$ cat src/wrf_pkg.sv
// shared constants and types for the watchdog with reset-cause flags
package wrf_pkg;

  // ----------------------------------------------------------------
  // register map
  // ----------------------------------------------------------------
  localparam int          APB_AW          = 12;
  localparam logic [11:0] OFS_RST_CAUSE   = 12'h000;
  localparam logic [11:0] OFS_WD_CTL      = 12'h004;

  // ----------------------------------------------------------------
  // reset values and masks
  // ----------------------------------------------------------------
  localparam logic [7:0]  CTL_RESET       = 8'h00;
  localparam logic [7:0]  RST_CAUSE_RESET = 8'h01;
  localparam logic [7:0]  RST_WR_MASK     = 8'h3f;

  // ----------------------------------------------------------------
  // timing
  // ----------------------------------------------------------------
  localparam int          WD_BASE_CYCLES  = 2048;
  localparam int          WD_CNT_W        = 20;
  localparam logic [3:0]  WD_MAX_SEL      = 4'h9;
  localparam logic [2:0]  CE_HOLD_CYCLES  = 3'h4;

  // ----------------------------------------------------------------
  // register layouts, msb first
  // ----------------------------------------------------------------
  typedef struct packed {
    logic       wd_irq_flag;
    logic       wd_irq_enable;
    logic       wd_prescale_hi;
    logic       wd_change_enable;
    logic       wd_reset_enable;
    logic [2:0] wd_prescale_lo;
  } wrf_ctl_s;

  typedef struct packed {
    logic [1:0] reserved;
    logic       usb_reset_flag;
    logic       jtag_reset_flag;
    logic       wd_reset_flag;
    logic       brownout_reset_flag;
    logic       pin_reset_flag;
    logic       poweron_reset_flag;
  } wrf_cause_s;

endpackage

$ cat src/wrf_watchdog.sv
// watchdog timer with reset-cause status, apb register slave
//
// The APB slave port and the register addresses were chosen for this implementation.
`timescale 1ns/1ps
`default_nettype none

module wrf_watchdog
  import wrf_pkg::*;
#(
  parameter int TIMEOUT_BASE = wrf_pkg::WD_BASE_CYCLES
)
(
  // clock and power-on reset
  input  wire logic                        mclk_i,
  input  wire logic                        reset_n_i,
  // apb slave
  input  wire logic [wrf_pkg::APB_AW-1:0]  paddr_i,
  input  wire logic                        psel_i,
  input  wire logic                        penable_i,
  input  wire logic                        pwrite_i,
  input  wire logic [31:0]                 pwdata_i,
  output logic      [31:0]                 prdata_o,
  output logic                             pready_o,
  output logic                             pslverr_o,
  // watchdog oscillator and fuse pins
  input  wire logic                        wd_osc_i,
  input  wire logic                        wd_always_on_fuse_i,
  // processor core
  input  wire logic                        wd_restart_i,
  input  wire logic                        cpu_irq_global_en_i,
  input  wire logic                        wd_irq_ack_i,
  output logic                             wd_irq_o,
  output logic                             wd_reset_o,
  // other reset sources as one-cycle pulses, plus the usb reset enables
  input  wire logic                        pin_reset_i,
  input  wire logic                        brownout_reset_i,
  input  wire logic                        jtag_reset_i,
  input  wire logic                        usb_bus_reset_i,
  input  wire logic                        usb_enable_i,
  input  wire logic                        usb_cpu_reset_en_i
);

  import wrf_pkg::*;

  // ----------------------------------------------------------------
  // helpers
  // ----------------------------------------------------------------
  // last count before time-out; reserved codes fall back to the longest
  function automatic logic [WD_CNT_W-1:0] tmo_last(input logic [3:0] sel);
    logic [3:0]        idx;
    logic [WD_CNT_W:0] full;
    idx  = (sel > WD_MAX_SEL) ? WD_MAX_SEL : sel;
    full = (WD_CNT_W+1)'(TIMEOUT_BASE) << idx;
    return WD_CNT_W'(full - 1'b1);
  endfunction

  // ----------------------------------------------------------------
  // pin synchronisers
  // ----------------------------------------------------------------
  logic [2:0] osc_sync_q;
  logic [2:0] osc_sync_d;
  logic [1:0] fuse_sync_q;
  logic [1:0] fuse_sync_d;
  logic       osc_tick;
  logic       fuse_on;

  always_comb
  begin
    osc_sync_d  = {osc_sync_q[1:0], wd_osc_i};
    fuse_sync_d = {fuse_sync_q[0], wd_always_on_fuse_i};
  end

  always_ff @(posedge mclk_i or negedge reset_n_i)
  begin
    if (!reset_n_i)
    begin
      osc_sync_q  <= 3'h0;
      fuse_sync_q <= 2'h0;
    end
    else
    begin
      osc_sync_q  <= osc_sync_d;
      fuse_sync_q <= fuse_sync_d;
    end
  end

  // the oscillator is slow and free-running, so one tick per rising edge
  assign osc_tick = osc_sync_q[1] & ~osc_sync_q[2];
  assign fuse_on  = fuse_sync_q[1];

  // ----------------------------------------------------------------
  // apb decode
  // ----------------------------------------------------------------
  logic       acc;
  logic       hit_cause;
  logic       hit_ctl;
  logic       wr_cause;
  logic       wr_ctl;
  wrf_ctl_s   wr_val;

  assign hit_cause = (paddr_i == OFS_RST_CAUSE);
  assign hit_ctl   = (paddr_i == OFS_WD_CTL);
  assign acc       = psel_i & penable_i;
  assign wr_cause  = acc & pwrite_i & hit_cause;
  assign wr_ctl    = acc & pwrite_i & hit_ctl;
  assign wr_val    = wrf_ctl_s'(pwdata_i[7:0]);
  assign pready_o  = 1'b1;
  assign pslverr_o = acc & ~(hit_cause | hit_ctl);

  // ----------------------------------------------------------------
  // watchdog state
  // ----------------------------------------------------------------
  wrf_ctl_s            ctl_q;
  wrf_ctl_s            ctl_d;
  wrf_cause_s          cause_q;
  wrf_cause_s          cause_d;
  logic [WD_CNT_W-1:0] cnt_q;
  logic [WD_CNT_W-1:0] cnt_d;
  logic [2:0]          ce_cnt_q;
  logic [2:0]          ce_cnt_d;
  logic                pulse_q;
  logic                pulse_d;
  logic [31:0]         prdata_q;
  logic [31:0]         prdata_d;

  logic       wde_eff;
  logic       ie_eff;
  logic       running;
  logic       tmo;
  logic       wd_fire;
  logic       usb_evt;
  logic       sys_evt;
  logic [7:0] ctl_rd;

  // the reset flag and the fuse both hold reset-enable high
  assign wde_eff = ctl_q.wd_reset_enable | cause_q.wd_reset_flag
                 | fuse_on;
  assign ie_eff  = ctl_q.wd_irq_enable & ~fuse_on;
  assign running = wde_eff | ie_eff;
  assign tmo     = running & osc_tick
                 & (cnt_q == tmo_last({ctl_q.wd_prescale_hi,
                                       ctl_q.wd_prescale_lo}));
  // reset mode, or combined mode with the first interrupt unserviced
  assign wd_fire = tmo & wde_eff
                 & (~ie_eff | ctl_q.wd_irq_flag);
  assign usb_evt = usb_bus_reset_i & usb_enable_i
                 & usb_cpu_reset_en_i;
  assign sys_evt = wd_fire | pin_reset_i | brownout_reset_i
                 | jtag_reset_i | usb_evt;

  assign ctl_rd = {ctl_q.wd_irq_flag, ctl_q.wd_irq_enable,
                   ctl_q.wd_prescale_hi, ctl_q.wd_change_enable,
                   wde_eff, ctl_q.wd_prescale_lo};

  always_comb
  begin
    ctl_d    = ctl_q;
    cause_d  = cause_q;
    cnt_d    = cnt_q;
    ce_cnt_d = (ce_cnt_q != 3'h0) ? ce_cnt_q - 3'h1 : 3'h0;
    pulse_d  = wd_fire;
    prdata_d = prdata_q;

    // counter
    if (!running || wd_restart_i || tmo)
      cnt_d = '0;
    else if (osc_tick)
      cnt_d = cnt_q + 1'b1;

    // software writes to the control register
    if (wr_ctl)
    begin
      if (wr_val.wd_irq_flag)
        ctl_d.wd_irq_flag = 1'b0;
      ctl_d.wd_irq_enable = wr_val.wd_irq_enable;
      if (wr_val.wd_change_enable)
        ce_cnt_d = CE_HOLD_CYCLES;
      if (wr_val.wd_reset_enable)
        ctl_d.wd_reset_enable = 1'b1;
      else if (ctl_q.wd_change_enable && !cause_q.wd_reset_flag)
        ctl_d.wd_reset_enable = 1'b0;
      if (ctl_q.wd_change_enable)
      begin
        ctl_d.wd_prescale_hi = wr_val.wd_prescale_hi;
        ctl_d.wd_prescale_lo = wr_val.wd_prescale_lo;
      end
    end

    // vector execution
    if (wd_irq_ack_i)
    begin
      ctl_d.wd_irq_flag = 1'b0;
      if (wde_eff)
        ctl_d.wd_irq_enable = 1'b0;
    end

    // a time-out wins over a write-one or vector clear in the same cycle
    if (tmo && ie_eff)
      ctl_d.wd_irq_flag = 1'b1;

    // reset-cause register: writing zero clears, ones never set
    if (wr_cause)
      cause_d = wrf_cause_s'(8'(cause_q) & pwdata_i[7:0]
                             & RST_WR_MASK);
    if (jtag_reset_i)
      cause_d.jtag_reset_flag = 1'b1;
    if (usb_evt)
      cause_d.usb_reset_flag = 1'b1;
    if (wd_fire)
      cause_d.wd_reset_flag = 1'b1;
    if (brownout_reset_i)
      cause_d.brownout_reset_flag = 1'b1;
    if (pin_reset_i)
      cause_d.pin_reset_flag = 1'b1;
    cause_d.reserved = 2'h0;

    // any system reset returns the watchdog setup to its reset state
    if (sys_evt)
    begin
      ctl_d    = wrf_ctl_s'(CTL_RESET);
      ce_cnt_d = 3'h0;
      cnt_d    = '0;
    end

    if (fuse_on)
    begin
      ctl_d.wd_irq_enable   = 1'b0;
      ctl_d.wd_reset_enable = 1'b1;
    end
    ctl_d.wd_change_enable = (ce_cnt_d != 3'h0);

    // read data is captured in the setup cycle, so no wait states
    if (psel_i && !penable_i)
    begin
      if (hit_cause)
        prdata_d = {24'h0, 8'(cause_q)};
      else if (hit_ctl)
        prdata_d = {24'h0, ctl_rd};
      else
        prdata_d = 32'h0;
    end
  end

  always_ff @(posedge mclk_i or negedge reset_n_i)
  begin
    if (!reset_n_i)
    begin
      ctl_q    <= wrf_ctl_s'(CTL_RESET);
      cause_q  <= wrf_cause_s'(RST_CAUSE_RESET);
      cnt_q    <= '0;
      ce_cnt_q <= 3'h0;
      pulse_q  <= 1'b0;
      prdata_q <= 32'h0;
    end
    else
    begin
      ctl_q    <= ctl_d;
      cause_q  <= cause_d;
      cnt_q    <= cnt_d;
      ce_cnt_q <= ce_cnt_d;
      pulse_q  <= pulse_d;
      prdata_q <= prdata_d;
    end
  end

  // ----------------------------------------------------------------
  // outputs
  // ----------------------------------------------------------------
  assign prdata_o   = prdata_q;
  assign wd_reset_o = pulse_q;
  assign wd_irq_o   = ctl_q.wd_irq_flag & ie_eff
                    & cpu_irq_global_en_i;

  logic ce_wr;
  assign ce_wr = wr_ctl & wr_val.wd_change_enable;
endmodule

`default_nettype wire

$ cat config.mk
export PLATFORM = sky130hd
export DESIGN_NAME = wrf_watchdog
export DESIGN_NICKNAME = d
export VERILOG_FILES = /design/src/wrf_pkg.sv /design/src/wrf_watchdog.sv
export SDC_FILE = /design/constraint.sdc
export NUM_CORES = 1
export LEC_CHECK = 0
export BUFFER_PORTS_ARGS = -buffer_cell sky130_fd_sc_hd__clkbuf_2
export CAP_MARGIN = 20
export CORE_MARGIN = 1.5
export CORE_UTILIZATION = 40
export CTS_CLUSTER_DIAMETER = 60
export DETAILED_ROUTE_END_ITERATION = 10
export PLACE_DENSITY_LB_ADDON = 0.05
export SETUP_SLACK_MARGIN = 0.2
export SYNTH_ARGS = -nofsm -noshare
export SYNTH_HDL_FRONTEND = slang
export SYNTH_SLANG_ARGS = --single-unit
$ cat constraint.sdc
create_clock -name mclk_i -period 5.5 [get_ports mclk_i]
set_input_delay 0 -clock mclk_i [delete_from_list [all_inputs] [get_ports mclk_i]]
set_output_delay 0 -clock mclk_i [all_outputs]
set_load 0.02 [all_outputs]
---- Yosys cells after proc, flatten, opt, wreduce, memory -nomap -nowiden ----
Index checks and enable logic that the tools add are counted.
word-level totals
  memory bits (read-only) ................. 0
  bits of input ports ..................... 60
  latch bits .............................. 0
  register bits after elaboration ......... 75
  bits in writable memories ............... 0
  memories kept ........................... 0
cells by class
  bitwise gates (word level) .............. 29
  multipliers ............................. 0
  reduce and logical (&&, ||, !) cells .... 26
  muxes and demuxes ....................... 29
  $lt $le $gt $ge ......................... 1
  equal/unequal tests ..................... 2
  divide/modulo/power cells ............... 0
  shifts and indexed selects .............. 1
  $add $sub $neg .......................... 3
operators with widths
  operator                                                              number
  20-bit two-way mux                                                    3
  8-bit two-way mux                                                     3
  20-bit by 1-bit adder with 20-bit output, second input constant       1
  20-bit == test                                                        1
  12-bit by 4-bit left shift with 20-bit output, first input constant   1
  20-bit by 1-bit subtractor with 20-bit output, second input constant  1
  3-bit two-way mux                                                     6
  1-bit AND                                                             15
  2-bit nonzero test                                                    7
  1-bit two-way mux                                                     13
  12-bit by 3-bit == test with 1-bit output, second input constant      1
  12-bit zero test                                                      1
  3-bit nonzero test                                                    4
  4-bit nonzero test                                                    3
  1-bit OR                                                              9
  4-bit two-way mux                                                     2
  6-bit AND                                                             1
  6-bit two-way mux                                                     1
  2-bit AND reduction                                                   3
  4-bit greater-than comparator, second input constant                  1
  1-bit inverter                                                        4
  1-bit logical AND                                                     3
  1-bit zero test                                                       3
  3-bit by 1-bit subtractor with 3-bit output, second input constant    1
  2 further kinds                                                       3

---- Longest topological paths before layout ----
  depth in word-level cells ............... 14
  mapped depth ............................ 12
  depth with buffers taken out ............ 9

---- Worst setup path after synthesis ----
Ideal clock, no wire load.
  kind .................................... register to register
  from .................................... register ctl_q[2] in the netlist's numbering
  to ...................................... register ctl_q[7] in the netlist's numbering
  setup slack ............................. 2.491 ns
  period minus slack after synthesis ...... 3.009 ns
  arrival ................................. 2.936 ns
  path buffers ............................ 2
  stages on the path, launching flop included .. 11
  setup time .............................. 0.073 ns
  cells stage by stage .................... dfrtp_1 clkbuf_1 or3_1 or2_2 ha_1 clkbuf_1 a2111o_1 a31oi_1 and4b_4 or4b_4 a21oi_2
on the way
  cells in the longest elaborated chain, start to end .. 14
  elaborated cells between the ends (all ways) .. 18
ends and longest elaborated chain
  element                                          RTL line             source
  start, declared                                  wrf_watchdog.sv:113  wrf_ctl_s ctl_q;
  start signal, assigned                           wrf_watchdog.sv:248  ctl_q <= wrf_ctl_s'(CTL_RESET);
  start signal, assigned                           wrf_watchdog.sv:257  ctl_q <= ctl_d;
  4-bit greater-than comparator                    wrf_watchdog.sv:52   idx = (sel > WD_MAX_SEL) ? WD_MAX_SEL : sel;
  4-bit two-way mux *                              wrf_watchdog.sv:52
  12-bit by 4-bit left shift with 20-bit output *  wrf_watchdog.sv:53   full = (WD_CNT_W+1)'(TIMEOUT_BASE) << idx;
  20-bit by 1-bit subtractor with 20-bit output *  wrf_watchdog.sv:54   return WD_CNT_W'(full - 1'b1);
  20-bit == test *                                 wrf_watchdog.sv:141  & (cnt_q == tmo_last({ctl_q.wd_prescale_hi,
  1-bit AND *                                      wrf_watchdog.sv:141
  1-bit AND                                        wrf_watchdog.sv:144  assign wd_fire = tmo & wde_eff
  1-bit AND                                        wrf_watchdog.sv:145  & (~ie_eff | ctl_q.wd_irq_flag);
  1-bit OR (2 in a row)                            wrf_watchdog.sv:148  assign sys_evt = wd_fire | pin_reset_i | brownout_reset_i
  1-bit OR (2 in a row)                            wrf_watchdog.sv:149  | jtag_reset_i | usb_evt;
  4-bit nonzero test (no line)                     -
  2-bit AND reduction (no line)                    -
Mark *: on every way between the ends. The rest lies on a longest branch, timed or not.
A chain may end at the register's enable or synchronous reset.

---- Final worst setup path ----
  from .................................... register ctl_q[2] in the netlist's numbering
  to ...................................... register cnt_q[5]
on the way
  cells in the longest elaborated chain, start to end .. 13
  elaborated cells between the ends (all ways) .. 16
ends and longest elaborated chain
  element                                                                    RTL line             source
  4-bit greater-than comparator                                              wrf_watchdog.sv:52
  4-bit two-way mux *                                                        wrf_watchdog.sv:52
  12-bit by 4-bit left shift with 20-bit output *                            wrf_watchdog.sv:53
  20-bit by 1-bit subtractor with 20-bit output *                            wrf_watchdog.sv:54
  20-bit == test *                                                           wrf_watchdog.sv:141
  1-bit AND *                                                                wrf_watchdog.sv:141
  1-bit AND                                                                  wrf_watchdog.sv:144
  1-bit AND                                                                  wrf_watchdog.sv:145
  1-bit OR (2 in a row)                                                      wrf_watchdog.sv:148
  1-bit OR (2 in a row)                                                      wrf_watchdog.sv:149
  3-bit nonzero test (no line) / 20-bit two-way mux (equally long branches)  -
  end signal, assigned                                                       wrf_watchdog.sv:259  cnt_q <= cnt_d;
  end, declared                                                              wrf_watchdog.sv:117  logic [WD_CNT_W-1:0] cnt_q;
Marked as above.

==> run_results.csv <==
group,metric,value,unit
worst_setup_path,critPathKind,"flop to flop",
outcome,status,"completed",
sta,finalSetupViolCount,0,
global_route,grt_max_degree,52,
worst_setup_path,slowest_stage,"o21bai_2",
worst_setup_path,cp-start-kind,"flop",
yosys,synth_largest_area_cell,"dfrtp_1",
yosys,synth_edf_count,0,
yosys,synth_top_area_share,42.66,%
yosys,ys_warn_count,0,
yosys,syn_area_per_cell,9.108,sq um
worst_setup_path,r2r-end,"cnt_q[5]",
power_and_ir_drop,cellLeakagePower,1.433,nW
clocking,clkSinkCount,51,
route,routed_wl,6.218,mm
worst_setup_path,worst_path_dominant_cell_family,"simple AND/OR/NAND/NOR gates",
worst_setup_path,rrSetupSlack,2.23,ns
finish,nets,443,
finish,area_growth,15.91,%
route,drtIter0Drc,97,
route,vias_per_cell,4.935,
place,dp_hpwl,4.466,mm
clocking,cts_inserted_buffers,5,
floorplanning,start_util,40.87,%
power_and_ir_drop,power.switching,0.1593,mW
yosys,syn_inst,322,
sta,max_clock_freq,305.7,MHz
worst_hold_path,hp-start,"pwdata_i[6]",
clocking,clk_latency,0.31,ns
worst_hold_path,min_path_cells,3,
yosys,ys_seq_area_share,43.56,%
place,dp.cells,454,
yosys,ys_seq_elements,51,
sta,slew_viol_final,0,
global_route,antenna_found_initial,0,
worst_setup_path,crit_chain,"or3_1 -> or2_2 -> ha_1 -> xor2_1 -> nand2_1 -> nor4b_1 -> nand4_1 -> o21bai_2 -> nor2_1",
power_and_ir_drop,ir_drop,0.1306,mV
global_route,overflow,0,
worst_setup_path,r2r-start,"ctl_q[2]",
worst_hold_path,holdCritPathClass,"input pin to flop",
worst_setup_path,critical_path_buf_inv_count,0,
finish,drive_above_1_share,16.58,%
route,ant_nets,0,
sta,period_needed,3.271,ns
worst_hold_path,hold_end,"ctl_q[6]",
yosys,synth_top_flop_cell,"dfrtp_1",
place,place_congestion,0.7306,
yosys,synth_common_cells,"dfrtp_1 (50), nand2_1 (34), nor2_1 (33)",
sta,finalCritPeriodShare,59.48,%
floorplanning,die_h,88.63,microns
route,num_vias,2364,
yosys,synth_area,2933,sq um
worst_setup_path,r2r_cells,9,
route,first_pass_iters,4,
yosys,synth_cell_types,49,
power_and_ir_drop,share_comb_of_total_power,9.0,%
sta,setup_tns,0,ns
clocking,cts_setup_buffers,0,
global_route,track_usage,17.83,%
finish,final_cells,479,
clocking,cts_htree_levels,2,
floorplanning,core_area,7176,sq um
sta,worstMarginPinSlew,0.7811,ns
worst_setup_path,cp.required,5.66,ns
power_and_ir_drop,seq_power_share,58.5,%
yosys,synth_area_leaders,"dfrtp_1 (43%), buf_4 (6.4%), nand2_1 (4.4%)",
finish,insertedDiodeCount,0,
route,routedWlPerCell,12.98,microns
sta,max-slew-margin-rel,47.89,%
yosys,yosysMostFrequentCell,"dfrtp_1",
clocking,cts_tree,"yes",
route,remaining_drc_errors,0,
power_and_ir_drop,power_frac_clock,32.5,%
global_route,grt_pass1_vias,2332,
sta,clock_skew,0.01396,ns
worst_setup_path,cp_slowest_stage_delay,0.67,ns
yosys,synthArstFlopShare,100.0,%
job,drv_cap,0,
floorplanning,die_w,88.63,microns
power_and_ir_drop,switching_share,24.61,%
power_and_ir_drop,p_int,0.4880,mW
finish,fillCellCount,711,
place,numPortBuffers,46,
worst_setup_path,cp_max_fo,18,
floorplanning,dieArea,7854,sq um
clocking,cts_root_buf,"clkbuf_8",
floorplanning,row_count,31,
floorplanning,boundaryPins,96,
sta,rsz0062_at_grt,"no",
worst_setup_path,cp.arrival,3.43,ns
finish,finish.utilization,47.38,%
clocking,clkSlewWorstSetupHoldPaths,0.09,ns
power_and_ir_drop,powerDensity,190.4,nW/um^2
clocking,ctsLongestPathBuffers,2,
worst_setup_path,end_kind,"flop",
sta,hold_viol_final,0,
global_route,grt_pass1_wl,10.92,mm
[worst max-delay path by stage]
stage / slack, ns / end / depth (start not counted) / startpoint
detailed placement: 2.18 / cnt_q[3] / 8 / ctl_q[2]
CTS: 2.16 / cnt_q[6] / 8 / ctl_q[2]
finish: 2.23 / cnt_q[5] / 9 / ctl_q[2]
global route: 1.85 / cnt_q[14] / 8 / ctl_q[0]
global placement: 2.20 / cnt_q[1] / 9 / ctl_q[2]
floorplan: 2.49 / ctl_q[7] / 10 / ctl_q[2]
[layer usage]
metal	wire (microns)	track usage, %	vias up
li1	-	-	1184
met1	3124	25.07	1126
met2	2862	28.31	47
met3	149	3.358	7
met4	82	4.688	0
met5	0	0	-
[placed cells by master (no fill, tap or decap), types with 5 or more instances in the layout]
master / synthesis / final
nand2_1: 34 / 34
nand3_1: 16 / 16
mux2i_1: 8 / 8
clkbuf_8: 0 / 5
nand4_1: 8 / 8
xnor2_1: 8 / 8
inv_1: 6 / 6
nor3_1: 5 / 5
nor4_1: 8 / 8
dfrtp_1: 50 / 50
and4_1: 5 / 5
a21oi_1: 11 / 11
nor2_1: 33 / 33
conb_1: 2 / 25
nand2b_1: 8 / 8
xor2_1: 14 / 14
o21ai_0: 12 / 12
clkbuf_2: 0 / 46
o31ai_1: 6 / 6
dlygate4sd3_1: 0 / 17
[timing repair]
item                       4_1_cts  5_1_grt
hold endpoints to repair        66        0
hold buffers                    17        0
setup endpoints to repair        0        0
resized for setup                0        0
[worst min-delay path: stages]
cell and delay [ns]:
clkbuf_2 0.08, mux2i_1 0.11, a2111oi_0 0.08
[state kept, by name, summed over array words and instances, names as in the netlist]
name and flops:
cnt_q 20, fuse_sync_q 2, cause_q 6, ce_cnt_q 3, wd_reset_o 1, prdata_o 8
osc_sync_q 3, ctl_q 8
[power by group through the flow]
stage / registers (mW) / clock network, mW / logic [mW]
CTS: 0.379 / 0.218 / 0.0594
global placement: 0.386 / 0 / 0.0514
global route: 0.379 / 0.230 / 0.0665
detailed placement: 0.386 / 0 / 0.0515
finish: 0.379 / 0.210 / 0.0584
floorplan: 0.386 / 0 / 0.0403
[cell families after synthesis]
group | synth area share (%)
muxes | 2.730
and+or+nand+nor | 26.02
adders and majority gates | 1.707
DFF | 43.56
xor gates and xnor gates | 6.570
AOI/OAI and AO/OA | 10.20
other | 0.2561
buffers and inverters | 8.959
[stage by stage]
step	hold WS, ns	worst slack (ns)	instance area [sq um]	total power, mW
CTS	0.009042	2.158	3400	0.6565
floorplan	-0.2956	2.491	3019	0.4261
detailed placement	0.1100	2.176	3148	0.4378
global placement	0.1095	2.204	3148	0.4376
global route	0.01369	1.854	3400	0.6751
finish	0.01297	2.229	3400	0.6473
[area by class of cell]
type                            instances  area [sq um]  area share (%)
Multi-Input combinational cell        250          1479           43.50
Inverter                                6         22.52          0.6625
Clock buffer                            7         76.32           2.245
Sequential cell                        51          1277           37.58
Tap cell                               99         123.9           3.644
Clock inverter                          1         5.005          0.1472
Timing Repair Buffer                   65         415.4           12.22
No activity file was read; power rests on OpenSTA's default activity.
